**src/actis_regs.vh**
```
// Register map, fields and codes for actis
// Notes on behaviour
// - Ch2 internal codes: bandgap, amp, alt, ground
// - Ch2 external codes 0-10 pins, rest float
// - Ch2 select only in two-channel mode
// - Auto interval is code plus one periods
// - Timer counts preload to ffff, overflows
// - Software may clear run bit, never set
// - Source 01: comparator edge starts, overflow stops
// - Source 10: enable rise starts, fall stops
// - Preload loads when stopped, else on overflow
// - Edge start needs enable and converter idle
// - Prescale select: high clock over 4 or 8
// - Low write buffered; high write commits both
// - High read latches low byte into buffer
// - Reference 01 internal supply, else external pin
// - Input class picks external or internal signal
// - Internal signal selected disconnects external channel
// - Two-channel mode: per-channel source and selector
// - Analog pin drops other functions and pull-up
// - Conversion clock is system clock over 2^code
// - Trigger source: pwm, cmp timer, enable timer, soft
`ifndef ACTIS_REGS_VH
`define ACTIS_REGS_VH
// ----------
// Register byte addresses
// ----------
`define ACTIS_OFF_INTERVAL  12'h000
`define ACTIS_OFF_TCTRL     12'h004
`define ACTIS_OFF_PRE_HIGH  12'h008
`define ACTIS_OFF_PRE_LOW   12'h00c
`define ACTIS_OFF_ADCCFG    12'h010
`define ACTIS_OFF_AUTOCFG   12'h014
`define ACTIS_OFF_CH1CFG    12'h018
`define ACTIS_OFF_CH2CFG    12'h01c
`define ACTIS_OFF_STATUS    12'h020
`define ACTIS_OFF_PINANA    12'h024
// ----------
// Field positions
// ----------
`define ACTIS_TC_RUN_BIT    4
`define ACTIS_TC_EDGE_BIT   1
`define ACTIS_TC_PSC_BIT    0
`define ACTIS_TWOCH_BIT     5
`define ACTIS_SRC_BIT       4
`define ACTIS_AUTOEN_BIT    8
// ----------
// Reset values and codes
// ----------
`define ACTIS_RST_BYTE      8'h00
`define ACTIS_RST_WORD      16'h0000
`define ACTIS_TMR_FULL      16'hffff
`define ACTIS_TS_PWM        2'h0
`define ACTIS_TS_CMP        2'h1
`define ACTIS_TS_EN         2'h2
`define ACTIS_TS_SOFT       2'h3
`define ACTIS_REF_INT       2'h1
`define ACTIS_PSC4_CNT      3'h3
`define ACTIS_PSC8_CNT      3'h7
// Analog select codes driven to the mux
`define ACTIS_SEL_EXT       3'h0
`define ACTIS_SEL_BG        3'h1
`define ACTIS_SEL_AMP       3'h2
`define ACTIS_SEL_AMPALT    3'h3
`define ACTIS_SEL_GND       3'h4
`define ACTIS_SEL_FLOAT     3'h5
`define ACTIS_EXT_LAST      4'ha
`endif

```
**src/actis_top.v**
```verilog
// Converter trigger timer, interval and input selection control
//
// Implementation choices: the address map and the AXI4-Lite register port.
`timescale 1ns/1ps
`include "actis_regs.vh"
module actis_top (
   input  wire        aclk,
   input  wire        aresetn,
   input  wire [11:0] s_axi_awaddr,
   input  wire        s_axi_awvalid,
   output wire        s_axi_awready,
   input  wire [31:0] s_axi_wdata,
   input  wire [3:0]  s_axi_wstrb,
   input  wire        s_axi_wvalid,
   output wire        s_axi_wready,
   output reg  [1:0]  s_axi_bresp,
   output reg         s_axi_bvalid,
   input  wire        s_axi_bready,
   input  wire [11:0] s_axi_araddr,
   input  wire        s_axi_arvalid,
   output wire        s_axi_arready,
   output reg  [31:0] s_axi_rdata,
   output reg  [1:0]  s_axi_rresp,
   output reg         s_axi_rvalid,
   input  wire        s_axi_rready,
   input  wire        high_clk_tick,
   input  wire        protection_comparator_out,
   input  wire        conversion_busy,
   input  wire        conv_sel_ch2,
   output reg         timer_overflow,
   output reg         timer_run_out,
   output reg  [15:0] timer_count,
   output reg         conv_clk_tick,
   output reg  [4:0]  auto_interval_cycles,
   output reg  [2:0]  analog_sel_kind,
   output reg  [3:0]  analog_ext_channel,
   output reg         ext_channel_connect,
   output reg         ext_ref_connect,
   output reg  [10:0] pin_analog_mode,
   output reg  [10:0] pin_pullup_off,
   output reg  [10:0] pin_dir_override
);
   // ----------
   // Register state
   // ----------
   reg  [3:0]  auto_interval_code;     // Interval code
   reg         timer_run;              // Run bit
   reg         edge_start_enable;      // Comparator start enable
   reg         timer_prescale_select;  // Divide by 4 or 8
   reg  [7:0]  preload_high;           // Preload high byte
   reg  [7:0]  preload_low;            // Preload low byte
   reg  [7:0]  low_buffer;             // Shared low byte buffer
   reg  [2:0]  input_class_select;     // Manual/one-ch class
   reg  [1:0]  reference_select;       // Reference source
   reg  [2:0]  conversion_clock_select;// Clock divider code
   reg  [3:0]  external_channel_select;// Manual channel
   reg  [1:0]  auto_trigger_source;    // Trigger source
   reg         auto_conversion_enable; // Auto enable
   reg         two_channel_mode;       // Two-channel enable
   reg         ch1_source_select;      // Ch1 external
   reg  [3:0]  ch1_signal_select;      // Ch1 selector
   reg         ch2_source_select;      // Ch2 external
   reg  [3:0]  ch2_signal_select;      // Ch2 selector
   reg  [10:0] pin_analog_cfg;         // Pins set analog
   reg         cmp_prev;               // Comparator history
   reg         en_prev;                // Enable history
   reg  [2:0]  psc_cnt;                // Prescaler
   reg  [6:0]  ck_div;                 // Conversion divider
   // ----------
   // AXI4-Lite write channel
   // ----------
   reg         aw_held;                // Address taken
   reg  [11:0] aw_addr;                // Held address
   reg         w_held;                 // Data taken
   reg  [31:0] w_data;                 // Held data
   reg  [3:0]  w_strb;                 // Held strobes
   wire        wr_do;                  // Write commits now
   wire [7:0]  wb;                     // Written byte
   // Each channel accepts once until the response is taken
   assign s_axi_awready = !aw_held && !s_axi_bvalid;
   assign s_axi_wready  = !w_held && !s_axi_bvalid;
   assign wr_do = aw_held && w_held;
   assign wb    = w_data[7:0];
   // Capture address and data in either order
   always @(posedge aclk) begin
      if (!aresetn) begin
         aw_held      <= 1'b0;
         aw_addr      <= 12'h000;
         w_held       <= 1'b0;
         w_data       <= 32'h00000000;
         w_strb       <= 4'h0;
         s_axi_bvalid <= 1'b0;
         s_axi_bresp  <= 2'h0;
      end else begin
         if (s_axi_awvalid && s_axi_awready) begin
            aw_held <= 1'b1;
            aw_addr <= s_axi_awaddr;
         end
         if (s_axi_wvalid && s_axi_wready) begin
            w_held <= 1'b1;
            w_data <= s_axi_wdata;
            w_strb <= s_axi_wstrb;
         end
         if (wr_do) begin
            // Both halves present: answer next cycle
            aw_held      <= 1'b0;
            w_held       <= 1'b0;
            s_axi_bvalid <= 1'b1;
            s_axi_bresp  <= (aw_addr > `ACTIS_OFF_PINANA ||
                             aw_addr[1:0] != 2'h0) ? 2'h2 : 2'h0;
         end else if (s_axi_bvalid && s_axi_bready) begin
            s_axi_bvalid <= 1'b0;
         end
      end
   end
   // ----------
   // AXI4-Lite read channel
   // ----------
   wire        rd_do;                  // Read taken this edge
   reg  [31:0] rd_mux;                 // Read data select
   reg         rd_bad;                 // Unmapped read
   assign s_axi_arready = !s_axi_rvalid;
   assign rd_do = s_axi_arvalid && s_axi_arready;
   // Read data; upper bits always zero
   always @* begin
      rd_mux = 32'h00000000;
      rd_bad = 1'b0;
      case (s_axi_araddr)
         `ACTIS_OFF_INTERVAL: rd_mux[3:0] = auto_interval_code;
         `ACTIS_OFF_TCTRL: begin
            rd_mux[`ACTIS_TC_RUN_BIT]  = timer_run;
            rd_mux[`ACTIS_TC_EDGE_BIT] = edge_start_enable;
            rd_mux[`ACTIS_TC_PSC_BIT]  = timer_prescale_select;
         end
         `ACTIS_OFF_PRE_HIGH: rd_mux[7:0] = preload_high;
         `ACTIS_OFF_PRE_LOW:  rd_mux[7:0] = low_buffer;
         `ACTIS_OFF_ADCCFG: rd_mux[11:0] = {external_channel_select,
            input_class_select, reference_select,
            conversion_clock_select};
         `ACTIS_OFF_AUTOCFG: begin
            rd_mux[7:6] = auto_trigger_source;
            rd_mux[`ACTIS_AUTOEN_BIT] = auto_conversion_enable;
         end
         `ACTIS_OFF_CH1CFG: rd_mux[5:0] = {two_channel_mode,
            ch1_source_select, ch1_signal_select};
         `ACTIS_OFF_CH2CFG: rd_mux[4:0] = {ch2_source_select,
            ch2_signal_select};
         `ACTIS_OFF_STATUS: rd_mux[16:0] = {timer_count, conversion_busy};
         `ACTIS_OFF_PINANA: rd_mux[10:0] = pin_analog_cfg;
         default: rd_bad = 1'b1;
      endcase
   end
   // Read answer registered one cycle after the address
   always @(posedge aclk) begin
      if (!aresetn) begin
         s_axi_rvalid <= 1'b0;
         s_axi_rdata  <= 32'h00000000;
         s_axi_rresp  <= 2'h0;
      end else if (rd_do) begin
         s_axi_rvalid <= 1'b1;
         s_axi_rdata  <= rd_mux;
         s_axi_rresp  <= rd_bad ? 2'h2 : 2'h0;
      end else if (s_axi_rready) begin
         s_axi_rvalid <= 1'b0;
      end
   end
   // ----------
   // Timer control: start, stop, preload and count
   // ----------
   wire        wr_b0;                  // Byte lane 0 written
   wire        tick;                   // Prescaled timer tick
   wire        cmp_rise;               // Comparator rising edge
   wire        en_rise;                // Auto enable rising
   wire        en_fall;                // Auto enable falling
   wire        cmp_start;              // Comparator start allowed
   wire        at_full;                // Counter at full count
   assign wr_b0    = wr_do && w_strb[0];
   assign cmp_rise = protection_comparator_out && !cmp_prev;
   assign en_rise  = auto_conversion_enable && !en_prev;
   assign en_fall  = !auto_conversion_enable && en_prev;
   // Edge start gated by enable and idle converter
   assign cmp_start = cmp_rise && edge_start_enable &&
                      !conversion_busy;
   // Prescaler ends at count 3 or 7, on every 4th or 8th tick of high clock
   assign tick = high_clk_tick && (psc_cnt == (timer_prescale_select ?
                 `ACTIS_PSC8_CNT : `ACTIS_PSC4_CNT));
   assign at_full = (timer_count == `ACTIS_TMR_FULL);
   // Prescaler counts high-speed clock ticks
   always @(posedge aclk) begin
      if (!aresetn) begin
         psc_cnt <= 3'h0;
      end else if (!timer_run || tick) begin
         psc_cnt <= 3'h0;
      end else if (high_clk_tick) begin
         psc_cnt <= psc_cnt + 3'h1;
      end
   end
   // Run bit and counter; a start in the same cycle beats a stop
   always @(posedge aclk) begin
      if (!aresetn) begin
         timer_run      <= 1'b0;
         timer_count    <= `ACTIS_RST_WORD;
         timer_overflow <= 1'b0;
         cmp_prev       <= 1'b0;
         en_prev        <= 1'b0;
      end else begin
         cmp_prev       <= protection_comparator_out;
         en_prev        <= auto_conversion_enable;
         timer_overflow <= 1'b0;
         if (timer_run && tick) begin
            if (at_full) begin
               // Overflow: reload preload value
               timer_count    <= {preload_high, preload_low};
               timer_overflow <= 1'b1;
               if (auto_trigger_source == `ACTIS_TS_CMP)
                  timer_run <= 1'b0;
            end else begin
               timer_count <= timer_count + 16'h0001;
            end
         end else if (!timer_run) begin
            // Idle counter follows the preload value
            timer_count <= {preload_high, preload_low};
         end
         // Software write may only clear the run bit
         if (wr_b0 && aw_addr == `ACTIS_OFF_TCTRL &&
             !wb[`ACTIS_TC_RUN_BIT])
            timer_run <= 1'b0;
         if (auto_trigger_source == `ACTIS_TS_EN && en_fall)
            timer_run <= 1'b0;
         if (auto_trigger_source == `ACTIS_TS_CMP && cmp_start)
            timer_run <= 1'b1;
         if (auto_trigger_source == `ACTIS_TS_EN && en_rise)
            timer_run <= 1'b1;
      end
   end
   // ----------
   // Software configuration registers
   // ----------
   // Control writes during auto mode are the software's hazard
   always @(posedge aclk) begin
      if (!aresetn) begin
         auto_interval_code      <= 4'h0;
         edge_start_enable       <= 1'b0;
         timer_prescale_select   <= 1'b0;
         preload_high            <= `ACTIS_RST_BYTE;
         preload_low             <= `ACTIS_RST_BYTE;
         low_buffer              <= `ACTIS_RST_BYTE;
         input_class_select      <= 3'h0;
         reference_select        <= 2'h0;
         conversion_clock_select <= 3'h0;
         external_channel_select <= 4'h0;
         auto_trigger_source     <= `ACTIS_TS_PWM;
         auto_conversion_enable  <= 1'b0;
         two_channel_mode        <= 1'b0;
         ch1_source_select       <= 1'b0;
         ch1_signal_select       <= 4'h0;
         ch2_source_select       <= 1'b0;
         ch2_signal_select       <= 4'h0;
         pin_analog_cfg          <= 11'h000;
      end else begin
         // High byte read latches the low byte into the buffer
         if (rd_do && s_axi_araddr == `ACTIS_OFF_PRE_HIGH)
            low_buffer <= preload_low;
         if (wr_b0) begin
            case (aw_addr)
               `ACTIS_OFF_INTERVAL: auto_interval_code <= wb[3:0];
               `ACTIS_OFF_TCTRL: begin
                  edge_start_enable     <= wb[`ACTIS_TC_EDGE_BIT];
                  timer_prescale_select <= wb[`ACTIS_TC_PSC_BIT];
               end
               `ACTIS_OFF_PRE_HIGH: begin
                  preload_high <= wb;
                  preload_low  <= low_buffer;
               end
               `ACTIS_OFF_PRE_LOW: low_buffer <= wb;
               `ACTIS_OFF_ADCCFG: begin
                  conversion_clock_select <= wb[2:0];
                  reference_select        <= wb[4:3];
                  input_class_select      <= wb[7:5];
               end
               `ACTIS_OFF_AUTOCFG: auto_trigger_source <= wb[7:6];
               `ACTIS_OFF_CH1CFG: begin
                  two_channel_mode  <= wb[`ACTIS_TWOCH_BIT];
                  ch1_source_select <= wb[`ACTIS_SRC_BIT];
                  ch1_signal_select <= wb[3:0];
               end
               `ACTIS_OFF_CH2CFG: begin
                  ch2_source_select <= wb[`ACTIS_SRC_BIT];
                  ch2_signal_select <= wb[3:0];
               end
               `ACTIS_OFF_PINANA: pin_analog_cfg <= w_data[10:0];
               default: ;
            endcase
         end
         // Lane 1 holds channel select and auto enable
         if (wr_do && w_strb[1]) begin
            if (aw_addr == `ACTIS_OFF_ADCCFG)
               external_channel_select <= w_data[11:8];
            if (aw_addr == `ACTIS_OFF_AUTOCFG)
               auto_conversion_enable <= w_data[`ACTIS_AUTOEN_BIT];
         end
      end
   end
   // ----------
   // Conversion clock divider
   // ----------
   // Free-running divider; tick when the low code bits are all one
   always @(posedge aclk) begin
      if (!aresetn) begin
         ck_div        <= 7'h00;
         conv_clk_tick <= 1'b0;
      end else begin
         ck_div        <= ck_div + 7'h01;
         conv_clk_tick <= ((ck_div | ~((7'h01 << conversion_clock_select)
                          - 7'h01)) == 7'h7f);
      end
   end
   // ----------
   // Analog input and reference selection
   // ----------
   reg         use_ext;                // External source chosen
   reg  [3:0]  chan_sel;               // Selector in effect
   reg  [2:0]  next_kind;              // Resolved signal kind
   // Decode a 4-bit internal selector code
   function [2:0] int_kind;
      input [3:0] code;
      begin
         case (code)
            4'h1:    int_kind = `ACTIS_SEL_AMP;
            4'h2:    int_kind = `ACTIS_SEL_AMPALT;
            4'h3:    int_kind = `ACTIS_SEL_GND;
            default: int_kind = `ACTIS_SEL_BG;
         endcase
      end
   endfunction
   // Two-channel selectors act only in two-channel mode
   always @* begin
      if (two_channel_mode) begin
         use_ext  = conv_sel_ch2 ? ch2_source_select
                                 : ch1_source_select;
         chan_sel = conv_sel_ch2 ? ch2_signal_select
                                 : ch1_signal_select;
         next_kind = use_ext ? `ACTIS_SEL_EXT : int_kind(chan_sel);
      end else begin
         chan_sel = external_channel_select;
         case (input_class_select)
            3'h1:    next_kind = `ACTIS_SEL_BG;
            3'h2:    next_kind = `ACTIS_SEL_AMP;
            3'h3:    next_kind = `ACTIS_SEL_AMPALT;
            3'h4:    next_kind = `ACTIS_SEL_GND;
            default: next_kind = `ACTIS_SEL_EXT;
         endcase
         use_ext = (next_kind == `ACTIS_SEL_EXT);
      end
      // Codes past the last pin leave the input floating
      if (use_ext && chan_sel > `ACTIS_EXT_LAST)
         next_kind = `ACTIS_SEL_FLOAT;
   end
   // Registered mux controls; internal source opens external switch
   always @(posedge aclk) begin
      if (!aresetn) begin
         analog_sel_kind      <= `ACTIS_SEL_EXT;
         analog_ext_channel   <= 4'h0;
         ext_channel_connect  <= 1'b0;
         ext_ref_connect      <= 1'b1;
         auto_interval_cycles <= 5'h01;
         timer_run_out        <= 1'b0;
      end else begin
         analog_sel_kind     <= next_kind;
         analog_ext_channel  <= chan_sel;
         ext_channel_connect <= (next_kind == `ACTIS_SEL_EXT);
         ext_ref_connect     <= (reference_select !=
                                 `ACTIS_REF_INT);
         auto_interval_cycles <= {1'b0, auto_interval_code} +
                                 5'h01;
         timer_run_out       <= timer_run;
      end
   end
   // ----------
   // Pin function overrides, one per analog pin
   // ----------
   genvar gi;
   generate
      for (gi = 0; gi < 11; gi = gi + 1) begin : g_pin
         // Analog pin drops digital function, pull-up and direction
         always @(posedge aclk) begin
            if (!aresetn) begin
               pin_analog_mode[gi]  <= 1'b0;
               pin_pullup_off[gi]   <= 1'b0;
               pin_dir_override[gi] <= 1'b0;
            end else begin
               pin_analog_mode[gi]  <= pin_analog_cfg[gi];
               pin_pullup_off[gi]   <= pin_analog_cfg[gi];
               pin_dir_override[gi] <= pin_analog_cfg[gi];
            end
         end
      end
   endgenerate
endmodule // actis_top

```
**config.mk**
```make
export PLATFORM = sky130hd
export DESIGN_NAME = actis_top
export DESIGN_NICKNAME = d
export VERILOG_FILES = /design/src/actis_top.v
export VERILOG_INCLUDE_DIRS = /design/src
export SDC_FILE = /design/constraint.sdc
export NUM_CORES = 1
export LEC_CHECK = 0
export ABC_AREA = 1
export BUFFER_PORTS_ARGS = -buffer_cell sky130_fd_sc_hd__buf_2
export CAP_MARGIN = 20
export CORE_AREA = 4 4 132 134
export CTS_CLUSTER_DIAMETER = 200
export CTS_CLUSTER_SIZE = 12
export DETAILED_ROUTE_END_ITERATION = 10
export DIE_AREA = 0 0 136 138
export GPL_ROUTABILITY_DRIVEN = 0
export GPL_TIMING_DRIVEN = 0
export PLACE_DENSITY = 0.76
export SYNTH_ARGS = -nofsm -noshare
export SYNTH_HDL_FRONTEND = slang
export SYNTH_SLANG_ARGS = --single-unit
```
**constraint.sdc**
```tcl
create_clock -name aclk -period 1.6 [get_ports aclk]
set_input_delay 0.32 -clock aclk [delete_from_list [all_inputs] [get_ports aclk]]
set_output_delay 0.32 -clock aclk [all_outputs]
set_load 0.02 [all_outputs]
```
# [Yosys cells after proc, flatten, opt, wreduce, memory -nomap -nowiden]
# Cells that the tools add are included.
[word_totals] out_inout_bits=107 regBits=175 wordCells=195 in_bits=71
[classes] n_shift=1 n_reduce_logical=60 n_lt_le_gt_ge=2 n_mux=40 eq_ne=31 addsub=5 n_bitwise=3
[ops] operator="equality test 12 x 5 -> 1 bit, second input constant" n=8
[ops] operator="equality test 12 x 4 -> 1 bit, second input constant" n=4
[ops] operator="2-to-1 mux 16 bit" n=3
[ops] operator="equality test 12 x 6 -> 1 bit, second input constant" n=3
[ops] operator="equality test 12 x 3 -> 1 bit, second input constant" n=2
[ops] operator="logical NOT 12 bit" n=2
[ops] operator="2-to-1 mux 8 bit" n=3
[ops] operator="logical AND 1 bit" n=23
[ops] operator="AND reduction 2 bit" n=11
[ops] operator="one-hot mux 2 bit (9 select lines)" n=1
[ops] operator="adder 16 x 1 -> 16 bit, second input constant" n=1
[ops] operator="equality test 16 bit, second input constant" n=1
[ops] operator="one-hot mux 2 bit (8 select lines)" n=1
[ops] operator="2-to-1 mux 3 bit" n=5
[ops] operator="nonzero test 5 bit" n=3
[ops] operator="2-to-1 mux 1 bit" n=14
[ops] operator="> comparator 12 x 6 -> 1 bit, second input constant" n=1
[ops] operator="one-hot mux 2 bit (6 select lines)" n=1
[ops] operator="one-hot mux 3 bit (4 select lines)" n=1
[ops] operator="logical NOT 1 bit" n=10
[ops] operator="OR reduction 10 bit" n=1
[ops] operator="one-hot mux 3 bit (3 select lines)" n=1
[ops] operator="equality test 4 x 2 -> 1 bit, second input constant" n=2
[ops] operator="2-to-1 mux 4 bit" n=2
[ops] operator="30 further kinds" n=38

# [Depth between registers and ports, before layout]
[depth] word_depth=9 ltp_mapped=14 ltp_nobuf=12

# [Least setup slack after synthesis]
# Ideal clock, no wire load.
[synth_path] path_type="flip-flop to flip-flop" from="register timer_count[0]" to="register timer_count[10]" arrival_time_ps=1763 setup_slack_ps=-276 path_buffers=2 stages_incl_launch_ff=15 setup_time_ps=114 cell_sequence="dfxtp_1 > ha_1 > nand2_1 > nor2_1 > nand2_1 > nor2_4 > nand3_2 > nand2_2 > buf_6 > inv_2 > buf_6 > nand2_2 > nand2_1 > o21bai_1 > inv_1"
[synth_via] elab_chain_cells=3
[synth_lines] item="from (decl)" line_no="actis_top.v:32" source="output reg [15:0] timer_count,"
[synth_lines] item="from (signal assigned)" line_no="actis_top.v:202" source="timer_count <= `ACTIS_RST_WORD;"
[synth_lines] item="from (signal assigned)" line_no="actis_top.v:213" source="timer_count <= {preload_high, preload_low};"
[synth_lines] item="from (signal assigned)" line_no="actis_top.v:218" source="timer_count <= timer_count + 16'h0001;"
[synth_lines] item="adder 16 x 1 -> 16 bit or equality test 16 bit (tied branches)"
[synth_lines] item="2-to-1 mux 16 bit *" line_no="actis_top.v:211" source="if (at_full) begin"
[synth_lines] item="2-to-1 mux 16 bit *" line_no="actis_top.v:210" source="if (timer_run && tick) begin"
# Mark *: on every way between the ends. The rest lies on a longest branch, timed or not.
# A chain may end at the register's enable or synchronous reset.

# [Worst setup path after layout]
[layout_path] from="register aw_addr[7]" to="register preload_low[5]"
[layout_via] elab_chain_cells=2
[layout_lines] item="from (decl)" line_no="actis_top.v:73" source="reg [11:0] aw_addr;"
[layout_lines] item="from (signal assigned)" line_no="actis_top.v:97" source="aw_addr <= s_axi_awaddr;"
[layout_lines] item="equality test 12 x 4 -> 1 bit" line_no="actis_top.v:265" source="case (aw_addr)"
[layout_lines] item="AND reduction 2 bit (no source line)"
[layout_lines] item="to (signal assigned)" line_no="actis_top.v:246" source="preload_low <= `ACTIS_RST_BYTE;"
[layout_lines] item="to (signal assigned)" line_no="actis_top.v:273" source="preload_low <= low_buffer;"
[layout_lines] item="to (decl)" line_no="actis_top.v:51" source="reg [7:0] preload_low;"
# No other way between the ends.

==> results by group <==
Power and ir drop
  • Pleak: 4.77 nW
  • Max VDD drop: 790 uV
  • Total power draw: 9.58 mW
  • Pwr per Cell Area: 910 mW/mm2

Logic synthesis
  • Largest family of logic cells by synthesized area: simple AND/OR/NAND/NOR gates
  • FF+latch count, synth: 173
  • Synth Area in Compound Gates: 19.1%
  • Synth Instances: 1,087
  • Top FF cell, synth: dfxtp_1
  • Netlist cell types: 46
  • Multiplexer area fraction after synthesis: 0.381%
  • Simple-gate area share of the yosys netlist: between 20 and 25%
  • Number of synthesized flops with an enable pin: 0
  • Seq/Total Area, Yosys: a little over two fifths
  • Mean Syn Cell Area: 7.24 um2
  • Async S/R FF share, synth: 0%
  • Post-Synth Adder-Cell Area: less than 1%
  • Warnings from Yosys: 0
  • XOR/XNOR share of the synthesized area: 1.45%
  • Post-Syn Area: 0.00788 mm2

Status
  • Outcome: finished, violations left
  • Violated checks: setup timing

Detailed routing
  • Routed vias: between 8,000 and 9,000
  • Antenna Violating Nets Remaining: 0
  • # DRC: 0
  • Routed WL per cell: 17.2 um
  • WL final: around 26,000 um
  • Drt pass-1 iters: 5
  • Vias per cell: 5.41
  • Drt first-iter violations: 884

Floorplanning
  • Die X: 136 um
  • Num rows: 47
  • I/O Pins: 178
  • Initial core utilization: 48.3%
  • Total core area: between 0.015 and 0.02 mm2
  • Die height: roughly 140 um
  • Die area: 0.0188 mm2

GRT
  • Vias in the first global route: 7,615
  • GRT overflow: 0
  • Largest net degree at the start of global routing: 17
  • Total track usage: 26.5%
  • First-pass GRT wire length: 39,200 um
  • Antenna violations before repair: 0

STA
  • Final Max Slew Viols: 0
  • Smallest hold slack: 0.128 ns
  • Clock skew: 0.0123 ns
  • Slew headroom: 39.1%
  • Final Hold Fails: 0
  • Min Tclk post-route: roughly 1.8 ns
  • Unrepaired setup endpoints after global routing: yes
  • Achievable clock frequency: 566 MHz
  • Period utilization: 111%
  • Fin worst setup slack: -0.168 ns
  • Slew @ Worst Pin: 0.914 ns
  • Final setup violation count: 70

Placed design
  • DPL Wire Length: roughly 18,000 um
  • Number of I/O port buffers: approximately 140
  • Cell count after placement: ~1,500

Layout
  • Post-Layout Cell Count: 1,540
  • Syn-to-layout area delta: 33.7%
  • Layout net count: 1,382
  • Most common cell after layout, fill and taps aside: dfxtp_1
  • Most frequent cells in the layout: 158 x dfxtp_1, 141 x buf_2, 135 x nand2_1
  • Share of cells above drive strength 1: 30.7%
  • Final Core Density: 64.6%
  • ANT cells: 0

Setup path
  • Critical Path RT: 1.92 ns
  • Crit path capture type: flip-flop
  • Startpoint Class: flip-flop
  • Crit path DAT: 2.09 ns
  • CP Class: flip-flop to flip-flop
  • Crit path max fanout: 10

Clock tree
  • Clock latency on the worst-skew pair: between 0.4 and 0.5 ns
  • Hold_buf cts: 0
  • CTS clk-pin slew, worst paths: roughly 0.06 ns
  • CTS tree: yes
  • CTS root buf: clkbuf_16
  • Clock buffer depth: 2
  • Num CTS Buffers: 17
  • Clk sinks: 173
  • CTS H-tree lvls: 4

Worst hold path
  • Worst hold path class: input port to flip-flop

Flow run
  • Max_cap viols: 0
-- report_power, final --
| group | total, mW | internal (mW) | switching [mW] |
|---|---|---|---|
| clock | 4.23 | 2.45 | 1.78 |
| combinational | 0.846 | 0.296 | 0.550 |
| sequential | 4.50 | 4.40 | 0.103 |
-- logic make-up after synthesis --
family / count (synthesis)
and+or+nand+nor: 394
AOI/OAI and AO/OA: 290
buffers and inverters: 209
DFF: 173
xor gates and xnor gates: 13
adders and majority gates: 4
muxes: 3
other: 1
-- final cells by class --
class / instances / area (um2)
tap: 220 / 275
clock inverter: 10 / 128
buffer: 80 / 543
inverter: 128 / 488
sequential: 173 / 3490
fill: 1427 / 5760
timing repair buffer: 186 / 1150
clock buffer: 22 / 474
multi-input combinational: 721 / 3980
-- worst max-delay path: stages (launching register included) --
cell      delay, ns
dfxtp_2        0.32
or2_4          0.27
buf_12         0.14
nor3_4         0.20
buf_4          0.18
nand3_4        0.10
clkbuf_8       0.19
o21ai_0        0.19
a21oi_1        0.06
-- synthesized netlist by cell type (3+ instances only) --
master	number	area share (%)
a211oi_1	3	0.29
a21oi_1	121	7.7
buf_2	6	0.38
buf_4	41	3.9
clkbuf_1	28	1.3
dfxtp_1	173	44
ha_1	4	0.64
inv_1	124	5.9
inv_2	3	0.14
mux2i_1	3	0.38
nand2_1	145	6.9
nand2_2	5	0.40
nand3_1	71	4.5
nand4_1	4	0.32
nor2_1	118	5.6
nor2_2	5	0.40
nor2_4	3	0.43
nor3_1	23	1.5
nor3_2	3	0.38
nor4_1	3	0.24
o211ai_1	4	0.38
o21ai_0	140	8.9
o21ai_1	6	0.38
o21bai_1	3	0.29
o22ai_1	6	0.48
or2_1	3	0.24
or2_2	3	0.24
xnor2_1	5	0.56
xor2_1	8	0.89
-- per-stage QoR --
step	TNS, ns	cell area, um2	setup WS, ns
6_report	-4.76	10500	-0.168
5_1_grt	-10.50	10500	-0.233
4_1_cts	-1.30	10000	-0.117
3_5_place_dp	-24.46	8930	-0.344
3_3_place_gp	-20.98	8930	-0.379
2_1_floorplan	-0.314	7970	-0.0994
-- what timing repair did --
item	in CTS	in global routing
pin swaps	23	30
resized for setup	90	127
setup endpoints to repair	80	103
hold endpoints to repair	0	0
buffers inserted	28	20
gates cloned	1	2
-- flip-flops by register name, summed over array words and instances, names as in the netlist, 5 cells and up --
register,cells
preload_low,8
low_buffer,8
aw_addr,12
w_data,12
timer_count,16
auto_interval_cycles,5
pin_analog_cfg,11
preload_high,8
s_axi_rdata,17
ck_div,7
pin_dir_override,11
-- layer usage --
| layer | wire length [um] | GRT usage [%] |
|---|---|---|
| met1 | 10200 | 33.5 |
| met2 | 12500 | 42.9 |
| met3 | 2610 | 7.38 |
| met4 | 1200 | 10.1 |
| met5 | 0 | 0 |
-- final timing paths --
kind | startpoint | to | slack (ns) | cells after the start
max | aw_addr[7] | preload_low[5] | -0.17 | 8
min | s_axi_awaddr[10] | aw_addr[10] | 0.13 | 3
max reg2reg | aw_addr[7] | preload_low[5] | -0.17 | 8
min reg2reg | auto_conversion_enable | en_prev | 0.46 | 2
Power figures use the tool's default switching activity.
